**config.mk**
```make
export PLATFORM = sky130hd
export DESIGN_NAME = fault_status_irq_mask
export DESIGN_NICKNAME = d
export VERILOG_FILES = /design/src/rtl/fault_status_irq_mask.v
export VERILOG_INCLUDE_DIRS = /design/src /design/src/include
export SDC_FILE = /design/constraint.sdc
export NUM_CORES = 1
export LEC_CHECK = 0
export BUFFER_PORTS_ARGS = -buffer_cell sky130_fd_sc_hd__clkbuf_2
export CORE_MARGIN = 2
export CORE_UTILIZATION = 41
export DETAILED_ROUTE_END_ITERATION = 8
export GPL_TIMING_DRIVEN = 0
export PLACE_DENSITY = 0.64
export REMOVE_ABC_BUFFERS = 1
export SYNTH_ARGS = -nofsm -noshare
export SYNTH_HDL_FRONTEND = slang
export SYNTH_SLANG_ARGS = --single-unit
```
**constraint.sdc**
```tcl
create_clock -name clk_sys -period 5.83 [get_ports clk_sys]
set_clock_uncertainty 0.05 [all_clocks]
set_input_delay 1.166 -clock clk_sys [delete_from_list [all_inputs] [get_ports clk_sys]]
set_output_delay 1.166 -clock clk_sys [all_outputs]
set_load 0.02 [all_outputs]
```
**src/include/fault_status_irq_mask_defs.vh**
```
// constants for the fault status, interrupt mask and switch dead-time block
`ifndef FAULT_STATUS_IRQ_MASK_DEFS_VH
`define FAULT_STATUS_IRQ_MASK_DEFS_VH

// register offsets on the 8-bit register port
`define ADDR_FAULT_STATUS   8'h0c
`define ADDR_SOURCE_MASK    8'h0d
`define ADDR_DEAD_TIME      8'h0e
`define ADDR_IRQ_PENDING    8'h20

// reset values
`define MASK_RESET          8'hf5
`define DEAD_TIME_RESET     8'h00
`define STATUS_RESET        8'h00
`define READ_IDLE           8'h00

// status, mask and pending bit positions
`define BIT_SUPPLY_FAIL     7
`define BIT_LIGHT_FAIL      6
`define BIT_POWER_REQ       5
`define BIT_MIRROR_FAIL     4
`define BIT_VIN_LOCKOUT     3
`define BIT_VIN_LOW         2
`define BIT_OVERHEAT_STOP   1
`define BIT_OVERHEAT_ALERT  0

// positions of the raw pin inputs in the synchroniser vector
`define RAW_PG_FAIL         0
`define RAW_OV_FAIL         1
`define RAW_LIGHT_FAIL      2
`define RAW_POWER_REQ       3
`define RAW_MIRROR_FAIL     4
`define RAW_VIN_LOCKOUT     5
`define RAW_VIN_LOW         6
`define RAW_TEMP_STOP_HI    7
`define RAW_TEMP_STOP_LO    8
`define RAW_RAIL_FAULT      9
`define RAW_TEMP_ALERT_HI   10
`define RAW_TEMP_ALERT_LO   11
`define RAW_CH_REQ_LSB      12
`define RAW_CH_REQ_MSB      13
`define RAW_WIDTH           14

// dead-time timing: code n gives (n + 2) steps, code 0 gives none
`define BBM_STEP_NS         16'd111
`define BBM_BASE_STEPS      16'd2
`define CLK_PERIOD_NS       16'd4
`define DEAD_CODE_ZERO      8'h00
`define NS_ZERO             16'h0000

`endif

```
**src/rtl/fault_status_irq_mask.v**
```verilog
// fault status collection, interrupt masking and led switch dead-time control
`timescale 1ns/1ns
`default_nettype none
`include "fault_status_irq_mask_defs.vh"
// What this block does
// RULE1: status bit 7 high on any low-voltage supply good failure or overvoltage, else low.
// RULE2: status bit 6 follows light source fault level; maskable by mask bit 6.
// RULE3: status bit 5 is the power request input inverted; maskable source.
// RULE4: status bit 4 follows mirror array fault level; maskable by mask bit 4.
// RULE5: status bit 3 high while input supply is below lockout threshold.
// RULE6: status bit 2 high while input supply is below low warning threshold.
// RULE7: bit 1 sets above 156.5C or rail fault; clears below 132.5C without fault.
// RULE8: bit 0 sets above 123.4C, clears below 121.4C, holds between.
// RULE9: mask bit shares its source's position; one blocks, zero passes the interrupt.
// RULE10: mask register resets to f5, leaving lockout and overheat stop unmasked.
// RULE11: dead-time code steps 111 ns; 0 none, 1 is 333 ns, 255 is 28527 ns.
// RULE12: dead-time register is read/write and resets to 00.
// RULE13: interrupt output high while an unmasked status bit is set.
// RULE14: programmed dead time separates one channel switch off and the next on.

module fault_status_irq_mask
#(
  parameter [15:0] step_ns = `BBM_STEP_NS
)
(
  // clock and reset
  input  wire       clk_sys,
  input  wire       nrst,
  // register port
  input  wire [7:0] reg_addr,
  input  wire [7:0] reg_wdata,
  input  wire       reg_wr,
  input  wire       reg_rd,
  output reg  [7:0] reg_rdata_q,
  // interrupt
  output reg        irq_q,
  // fault and monitor pins
  input  wire       supply_pg_fail,
  input  wire       supply_ov_fail,
  input  wire       light_source_fail,
  input  wire       power_request_in,
  input  wire       mirror_array_fail,
  input  wire       vin_below_lockout_threshold,
  input  wire       vin_below_low_vin_threshold,
  input  wire       temp_above_stop_set,
  input  wire       temp_below_stop_release,
  input  wire       internal_five_volt_rail_fault,
  input  wire       temp_above_alert_set,
  input  wire       temp_below_alert_release,
  // led channel selection and switch drives
  // the request is a pin as well and passes the same filter as the faults
  input  wire [1:0] channel_request,
  output reg  [2:0] channel_switch_on_q
);

  // switch sequencer states
  // on: one switch (or none) is made and the request is watched
  // gap: every switch is broken while the dead time runs out
  localparam [1:0] ST_ON   = 2'b00;
  localparam [1:0] ST_GAP  = 2'b01;

  // raw pin vector fed to the synchronisers
  // every pin comes from the analog side or another clock, so all of them
  // pass the same filter before any logic looks at them
  wire [`RAW_WIDTH-1:0] raw_in;
  wire [`RAW_WIDTH-1:0] pin_level;

  assign raw_in[`RAW_PG_FAIL]       = supply_pg_fail;
  assign raw_in[`RAW_OV_FAIL]       = supply_ov_fail;
  assign raw_in[`RAW_LIGHT_FAIL]    = light_source_fail;
  assign raw_in[`RAW_POWER_REQ]     = power_request_in;
  assign raw_in[`RAW_MIRROR_FAIL]   = mirror_array_fail;
  assign raw_in[`RAW_VIN_LOCKOUT]   = vin_below_lockout_threshold;
  assign raw_in[`RAW_VIN_LOW]       = vin_below_low_vin_threshold;
  assign raw_in[`RAW_TEMP_STOP_HI]  = temp_above_stop_set;
  assign raw_in[`RAW_TEMP_STOP_LO]  = temp_below_stop_release;
  assign raw_in[`RAW_RAIL_FAULT]    = internal_five_volt_rail_fault;
  assign raw_in[`RAW_TEMP_ALERT_HI] = temp_above_alert_set;
  assign raw_in[`RAW_TEMP_ALERT_LO] = temp_below_alert_release;
  assign raw_in[`RAW_CH_REQ_MSB:`RAW_CH_REQ_LSB] = channel_request;

  // three-stage synchroniser per pin; a level counts once stages two and three agree
  // only the second stage reads the first, so a metastable first stage never
  // reaches the status word; a pulse shorter than two cycles never gets through,
  // which keeps comparator chatter out of the status bits
  genvar gi;
  generate
    for (gi = 0; gi < `RAW_WIDTH; gi = gi + 1)
    begin : g_sync
      reg meta_q;
      reg stage2_q;
      reg stage3_q;
      reg level_q;

      always @(posedge clk_sys or negedge nrst)
      begin
        if (!nrst)
        begin
          meta_q   <= 1'b0;
          stage2_q <= 1'b0;
          stage3_q <= 1'b0;
          level_q  <= 1'b0;
        end
        else
        begin
          meta_q   <= raw_in[gi];
          stage2_q <= meta_q;
          stage3_q <= stage2_q;
          if (stage2_q == stage3_q)
            level_q <= stage3_q;
        end
      end

      assign pin_level[gi] = level_q;
    end
  endgenerate

  // registers
  // mask and dead time are software state, status and pending follow the pins
  reg [7:0]  status_q;
  reg [7:0]  status_d;
  reg [7:0]  mask_q;
  reg [7:0]  dead_code_q;
  reg [7:0]  pending_q;
  reg        stop_hold_q;
  reg        alert_hold_q;

  // hysteresis and rail terms for the two thermal flags
  // each temperature band arrives as two comparator pins, one above the set
  // point and one below the release point; between them neither is high
  wire stop_set   = pin_level[`RAW_TEMP_STOP_HI] | pin_level[`RAW_RAIL_FAULT];
  wire stop_clr   = pin_level[`RAW_TEMP_STOP_LO] & ~pin_level[`RAW_RAIL_FAULT];
  wire alert_set  = pin_level[`RAW_TEMP_ALERT_HI];
  wire alert_clr  = pin_level[`RAW_TEMP_ALERT_LO];

  // thermal flags hold their value inside the hysteresis band
  // the set term is tested first, so a set and a release seen together
  // leave the flag high; a rail fault also blocks the release of the stop flag
  always @(posedge clk_sys or negedge nrst)
  begin
    if (!nrst)
    begin
      stop_hold_q  <= 1'b0;
      alert_hold_q <= 1'b0;
    end
    else
    begin
      if (stop_set)
        stop_hold_q <= 1'b1;                   // [RULE7]
      else if (stop_clr)
        stop_hold_q <= 1'b0;                   // [RULE7]
      if (alert_set)
        alert_hold_q <= 1'b1;                  // [RULE8]
      else if (alert_clr)
        alert_hold_q <= 1'b0;                  // [RULE8]
    end
  end

  // live status word assembled from the filtered pins
  // bits 7 to 2 follow their pins, bits 1 and 0 come from the hysteresis flags
  always @*
  begin
    status_d = `STATUS_RESET;
    status_d[`BIT_SUPPLY_FAIL]    = pin_level[`RAW_PG_FAIL] | pin_level[`RAW_OV_FAIL]; // [RULE1]
    status_d[`BIT_LIGHT_FAIL]     = pin_level[`RAW_LIGHT_FAIL];                        // [RULE2]
    status_d[`BIT_POWER_REQ]      = ~pin_level[`RAW_POWER_REQ];                        // [RULE3]
    status_d[`BIT_MIRROR_FAIL]    = pin_level[`RAW_MIRROR_FAIL];                       // [RULE4]
    status_d[`BIT_VIN_LOCKOUT]    = pin_level[`RAW_VIN_LOCKOUT];                       // [RULE5]
    status_d[`BIT_VIN_LOW]        = pin_level[`RAW_VIN_LOW];                           // [RULE6]
    status_d[`BIT_OVERHEAT_STOP]  = stop_hold_q;                                       // [RULE7]
    status_d[`BIT_OVERHEAT_ALERT] = alert_hold_q;                                      // [RULE8]
  end

  // register decode
  // writes to the status and pending offsets have no decode and are dropped;
  // only mask and dead time can be written
  wire wr_mask    = reg_wr && (reg_addr == `ADDR_SOURCE_MASK);
  wire wr_dead    = reg_wr && (reg_addr == `ADDR_DEAD_TIME);
  wire rd_pending = reg_rd && (reg_addr == `ADDR_IRQ_PENDING);

  // a status bit that rises latches into pending; a new rise beats a clearing read
  // pending keeps a short fault visible after the pin has gone back,
  // so software never misses an event that ended before it looked;
  // a read of pending clears the bits it returned, but not a rise of the same cycle
  wire [7:0] rise = status_d & ~status_q;

  // status, mask, dead-time and pending registers
  // status_q is one cycle behind status_d and serves as the edge reference
  always @(posedge clk_sys or negedge nrst)
  begin
    if (!nrst)
    begin
      status_q    <= `STATUS_RESET;
      mask_q      <= `MASK_RESET;                // [RULE10]
      dead_code_q <= `DEAD_TIME_RESET;           // [RULE12]
      pending_q   <= `STATUS_RESET;
    end
    else
    begin
      status_q <= status_d;
      if (wr_mask)
        mask_q <= reg_wdata;                     // [RULE9]
      if (wr_dead)
        dead_code_q <= reg_wdata;                // [RULE12]
      if (rd_pending)
        pending_q <= rise;
      else
        pending_q <= pending_q | rise;
    end
  end

  // read data stands only in the cycle after the read strobe
  // the port is idle at zero otherwise, so an unmapped read returns zero
  // and the bus never needs a wait state
  always @(posedge clk_sys or negedge nrst)
  begin
    if (!nrst)
      reg_rdata_q <= `READ_IDLE;
    else if (reg_rd)
    begin
      case (reg_addr)
        `ADDR_FAULT_STATUS: reg_rdata_q <= status_q;
        `ADDR_SOURCE_MASK:  reg_rdata_q <= mask_q;
        `ADDR_DEAD_TIME:    reg_rdata_q <= dead_code_q;  // [RULE12]
        `ADDR_IRQ_PENDING:  reg_rdata_q <= pending_q;
        default:            reg_rdata_q <= `READ_IDLE;
      endcase
    end
    else
      reg_rdata_q <= `READ_IDLE;
  end

  // interrupt: any unmasked live or latched source, one in the mask blocks it
  // the next status word and the rise term are used so the output leads the
  // status readback by one cycle; masking a source takes effect at the next edge
  // and unmasking a still pending source raises the line again
  always @(posedge clk_sys or negedge nrst)
  begin
    if (!nrst)
      irq_q <= 1'b0;
    else
      irq_q <= |((status_d | pending_q | rise) & ~mask_q);  // [RULE9] [RULE13]
  end

  // dead time in ns: (code + 2) steps, zero for code 0
  // the largest code gives 257 steps, which still fits the 16-bit width
  // at the full step size; the product is kept at 16 bits on purpose
  // code 0 still breaks every switch for one cycle before the next is made
  wire [15:0] code_wide  = {8'h00, dead_code_q};
  wire [15:0] steps      = code_wide + `BBM_BASE_STEPS;
  wire [15:0] dead_ns    = (dead_code_q == `DEAD_CODE_ZERO) ? `NS_ZERO
                           : steps * step_ns;                 // [RULE11]

  // decode a channel request into one-hot switch drives; 0 selects none
  // one-hot by construction, so two channels can never be made at once
  function [2:0] switch_decode;
    input [1:0] req;
    begin
      case (req)
        2'b01:   switch_decode = 3'b001;
        2'b10:   switch_decode = 3'b010;
        2'b11:   switch_decode = 3'b100;
        default: switch_decode = 3'b000;
      endcase
    end
  endfunction

  // switch sequencer registers
  // elapsed time is counted in ns, one clock period per cycle, and compared
  // with the target taken when the gap began
  reg [1:0]  sw_state_q;
  reg [1:0]  active_req_q;
  reg [15:0] elapsed_ns_q;
  reg [15:0] target_ns_q;

  wire [1:0] req_level = pin_level[`RAW_CH_REQ_MSB:`RAW_CH_REQ_LSB];
  wire       gap_done  = (elapsed_ns_q >= target_ns_q);

  // break all switches, wait the dead time, then make the new channel
  // a request that changes during the gap only picks the channel made at its end;
  // the gap is not restarted, so a chattering request cannot stall the switches
  // the dead code is read once, when the gap begins; a write during a gap
  // takes effect at the next channel change
  always @(posedge clk_sys or negedge nrst)
  begin
    if (!nrst)
    begin
      sw_state_q          <= ST_ON;
      active_req_q        <= 2'b00;
      elapsed_ns_q        <= `NS_ZERO;
      target_ns_q         <= `NS_ZERO;
      channel_switch_on_q <= 3'b000;
    end
    else
    begin
      case (sw_state_q)
        ST_ON:
        begin
          if (req_level != active_req_q)
          begin
            channel_switch_on_q <= 3'b000;       // [RULE14]
            elapsed_ns_q        <= `NS_ZERO;
            target_ns_q         <= dead_ns;      // [RULE11] [RULE14]
            sw_state_q          <= ST_GAP;
          end
        end
        ST_GAP:
        begin
          // the channel made at the end follows late request changes
          if (gap_done)
          begin
            active_req_q        <= req_level;
            channel_switch_on_q <= switch_decode(req_level);  // [RULE14]
            sw_state_q          <= ST_ON;
          end
          else
            elapsed_ns_q <= elapsed_ns_q + `CLK_PERIOD_NS;
        end
        default:
        begin
          channel_switch_on_q <= 3'b000;
          sw_state_q          <= ST_ON;
        end
      endcase
    end
  end

endmodule
`default_nettype wire

```
==> run summary <==
The post-DP HPWL is 9610 um, and the post-route fraction of the period consumed by the critical path is 89.8%. The maximum level of the CTS H-tree was 4; the final RePlAce weighted congestion was 0.853. Die width: 135 um. In this run the clock root is driven by a clkbuf_16.

The layer with the highest usage after global routing is met2. The count of flip-flops with a built-in enable after synthesis works out to 0. Setup violations remaining at the end of the flow were counted as 0.

By startpoint and endpoint, the worst setup path is classified as reg -> reg. The logs give 894 for the number of placed instances, taps included and 16600 um2 for the standard cell core area. Wire length of the first global-routing pass: 23700 um.

The run finished with clean final reports. In this run the post-CTS setup repair buffer count came out at 0. Static timing analysis puts the maximum clock frequency at 0.191 GHz.

For this design, the CTS-stage hold fixing added 0 buffers. Setup repair after global routing left no endpoint under its margin. Sequential cells were found to cover 48.3% of the synthesized design area.

The tools report the kind of launch point of the worst setup path as a register. In this run the power density over the cells is 346 nW/um2. For the initial antenna violation count, the log shows 0.

The path class of the lowest-slack min-delay path is reg -> reg. The number of slew-limit violations in the final report came out at 0. In this run the deepest clock path goes through 2 buffers. Synthesis handed over a netlist of 643 instances. Entering global routing, the biggest net connects 115 pins. The number of port buffers was 45; the via count of the first global-routing pass was 5074.

Of the cells placed in the final design, the portion with a size suffix greater than 1 is 15.5%. Counting I/O delays and the setup requirement, the final critical path takes 5.24 ns. The remaining antenna violation count after routing was 0; the number of cells traversed by the worst register-to-register path was 19.

Counting flops and latches in the post-synthesis netlist gives 135. The logs give 7010 um2 for the total standard cell area after synthesis and 6.05 ns for the endpoint required time on the critical path. The routed length per placed instance came out at 14.6 um. The top flip-flop cell by instance count after synthesis is dfrtp_1.

Before antenna repair, the detailed router went through 5 iterations. The met3 routing resource usage after global routing is 4.39%, and the area of the die is 18200 um2. For this run, design rule violations remaining after detail routing come to 0. Setup total negative slack on the finished layout was measured at 0 ns.

The number of endpoints with negative hold slack in the final report is 0. The tools report the number of distinct library cells after synthesis as 60. Nature of the critical path endpoint: a register.

The number of I/O pins was 46. The clock drives 135 sinks. For the number of buffers added by the clock tree synthesis step, the log shows 17. The worst hold path passes through 0 cells. The clock-pin transition on the worst setup and hold timing paths works out to 0.06 ns. Post-CTS repair changed the size of 0 cells. TritonCTS built the clock tree. Global routing used 16.3% of the available tracks across all layers. The initial core utilization was 42.1%.

Summed over all layers, the global routing overflow is 0. After the last flow step, the layout net total stands at 803. From bottom edge to top edge, the die measures 135 um. In this run the core area contains 47 standard-cell rows. For this design the static power due to leakage is 3.93 nW.

Across all hold checks on the routed design, the worst slack comes to 0.295 ns. The number of max-cap violations is 0, and the largest fanout of any net on the critical path is 11. The detailed-route wire length is 13500 um, and the growth of design area from synthesis to finish is 14.9%. Dividing the detail-routed via count by the number of cells gives 5.22. Measured against its own limit, the worst slew margin works out to 20.0%. The Yosys step of the flow raised 0 warnings. The routed layout has 4824 vias. Actual slew at the worst max-slew pin: 1.19 ns.

Met1 usage: 19.6%. For the worst-skew pair, the clock arrives at the later sink with an insertion delay of 0.42 ns. The first routing iteration left 230 violations. The mean post-synth cell area was 10.9 um2. For the worst setup path, the data arrival time is 5.46 ns. After synthesis, the share of flip-flops with an asynchronous set or reset is 100%. Global routing consumed, on the met2 layer, 28.4% of the routing resources. The logs give 925 for the number of non-filler instances in the completed layout and 0.235 mV for the maximum resistive drop on vdd. The number of antenna diodes in the final layout is 0.
## synth_stat cells (all sizes together), types with 4 or more instances
cell / instances / area [um2]
nand2: 76 / 300
and3: 5 / 36.3
clkbuf: 8 / 30.0
nand4b: 5 / 43.8
dfstp: 6 / 158
nand4: 4 / 40.0
a21o: 4 / 30.0
o21a: 4 / 30.0
o211ai: 7 / 52.6
a21oi: 32 / 160
a222oi: 8 / 80.1
xnor2: 14 / 123
inv: 71 / 267
fa: 19 / 380
xor2: 15 / 131
a22o: 4 / 35.0
nand3: 17 / 85.1
nor3: 5 / 25.0
mux2: 18 / 203
ha: 57 / 713
nor2: 28 / 105
mux2i: 6 / 60.1
dfrtp: 129 / 3230
maj3: 14 / 140
nor4: 4 / 25.0
o21ai: 34 / 170
and2: 4 / 25.0
buf: 7 / 35.0
## critical path, stage by stage, from the launching register on
cell       delay, ns
dfrtp_1         0.59
ha_1            0.24
nand3_1         0.13
xnor2_1         0.36
ha_1            0.31
inv_1           0.12
xnor2_1         0.12
fa_1            0.50
inv_1           0.06
fa_1            0.52
inv_1           0.05
fa_1            0.49
inv_1           0.04
ha_1            0.36
nand3_1         0.14
nor3b_1         0.26
a2111oi_0       0.12
a311oi_1        0.35
xnor2_1         0.17
o21ai_0         0.10
## sequential cells by signal, indices dropped and copies added, names as in the netlist
signal and flops:
active_req_q 2, g_sync.meta_q 14, g_sync.level_q 12, dead_code_q 8
status_q 8, alert_set 1, stop_hold_q 1, alert_hold_q 1
pending_q 8, mask_q 8, reg_rdata_q 8, target_ns_q 16
irq_q 1, sw_state_q 1, alert_clr 1, g_sync.stage3_q 14
channel_switch_on_q 3, elapsed_ns_q 14, g_sync.stage2_q 14
## metal layers
| layer | up-vias | wire, um |
|---|---|---|
| li1 | 2319 | - |
| met1 | 2380 | 5960 |
| met2 | 108 | 6790 |
| met3 | 17 | 537 |
| met4 | 0 | 193 |
| met5 | - | 0 |
## per-stage QoR
stage | utilization (%) | power, mW | setup slack (ns) | cell area [um2]
finish | 48.4 | 2.79 | 0.595 | 8060
global route | 48.4 | 2.96 | 0.139 | 8060
CTS | 48.4 | 2.81 | 0.582 | 8060
detailed placement | 45.0 | 1.78 | 0.595 | 7490
global placement | 44.8 | 1.74 | 0.688 | 7450
floorplan | - | 1.57 | 1.17 | 6950
## area by class of cell
class | count | area, um2
clock buffer | 17 | 425
timing repair buffer | 46 | 262
sequential | 135 | 3390
tap | 220 | 275
multi-input combinational | 422 | 3310
inverter | 71 | 267
clock inverter | 14 | 140
fill | 1501 | 8580
## cell usage in the layout, fill, tap and decap left out, drive strengths merged, types with 4 or more instances in the layout
master / synthesis / final
a21oi: 32 / 32
nand4b: 5 / 5
a22o: 4 / 4
ha: 57 / 57
nand3: 17 / 17
clkinv: 0 / 5
and3: 5 / 5
clkbuf: 8 / 62
o21a: 4 / 4
nand2: 76 / 76
mux2: 18 / 18
nor3: 5 / 5
a21o: 4 / 4
dfrtp: 129 / 129
mux2i: 6 / 6
a222oi: 8 / 8
fa: 19 / 19
xnor2: 14 / 14
dfstp: 6 / 6
inv: 71 / 78
o211ai: 7 / 7
nand4: 4 / 4
o21ai: 34 / 34
and2: 4 / 4
nor4: 4 / 4
maj3: 14 / 14
xor2: 15 / 15
nor2: 28 / 28
## path summary, 6_finish.rpt
check	from	endpoint	slack, ns
max	dead_code_q[2]	target_ns_q[15]	0.59
min	g_sync[13].meta_q	g_sync[13].stage2_q	0.30
max reg2reg	dead_code_q[2]	target_ns_q[15]	0.59
min reg2reg	g_sync[13].meta_q	g_sync[13].stage2_q	0.30
max in group asynchronous	nrst	mask_q[0]	4.38
min in group asynchronous	nrst	active_req_q[1]	0.56
## kinds of logic (layout without fill, tap and decap cells)
family | after synthesis | after routing | share of synthesized area, %
compound gates | 118 | 118 | 10.8
buf+inv | 86 | 148 | 4.73
xor+xnor | 29 | 29 | 3.62
simple gates | 161 | 161 | 11.3
fa+ha+maj | 90 | 90 | 17.6
mux | 24 | 24 | 3.75
flops | 135 | 135 | 48.3
## power breakdown
group          internal, mW  total [mW]  leakage [nW]  switching (mW)
Sequential             1.03        1.12          1.64          0.0875
Clock                 0.596        1.02         0.279           0.428
Combinational         0.244       0.648          2.02           0.404
Total                  1.87        2.79          3.93           0.920
Note: power is estimated with default switching activity, not from simulation.
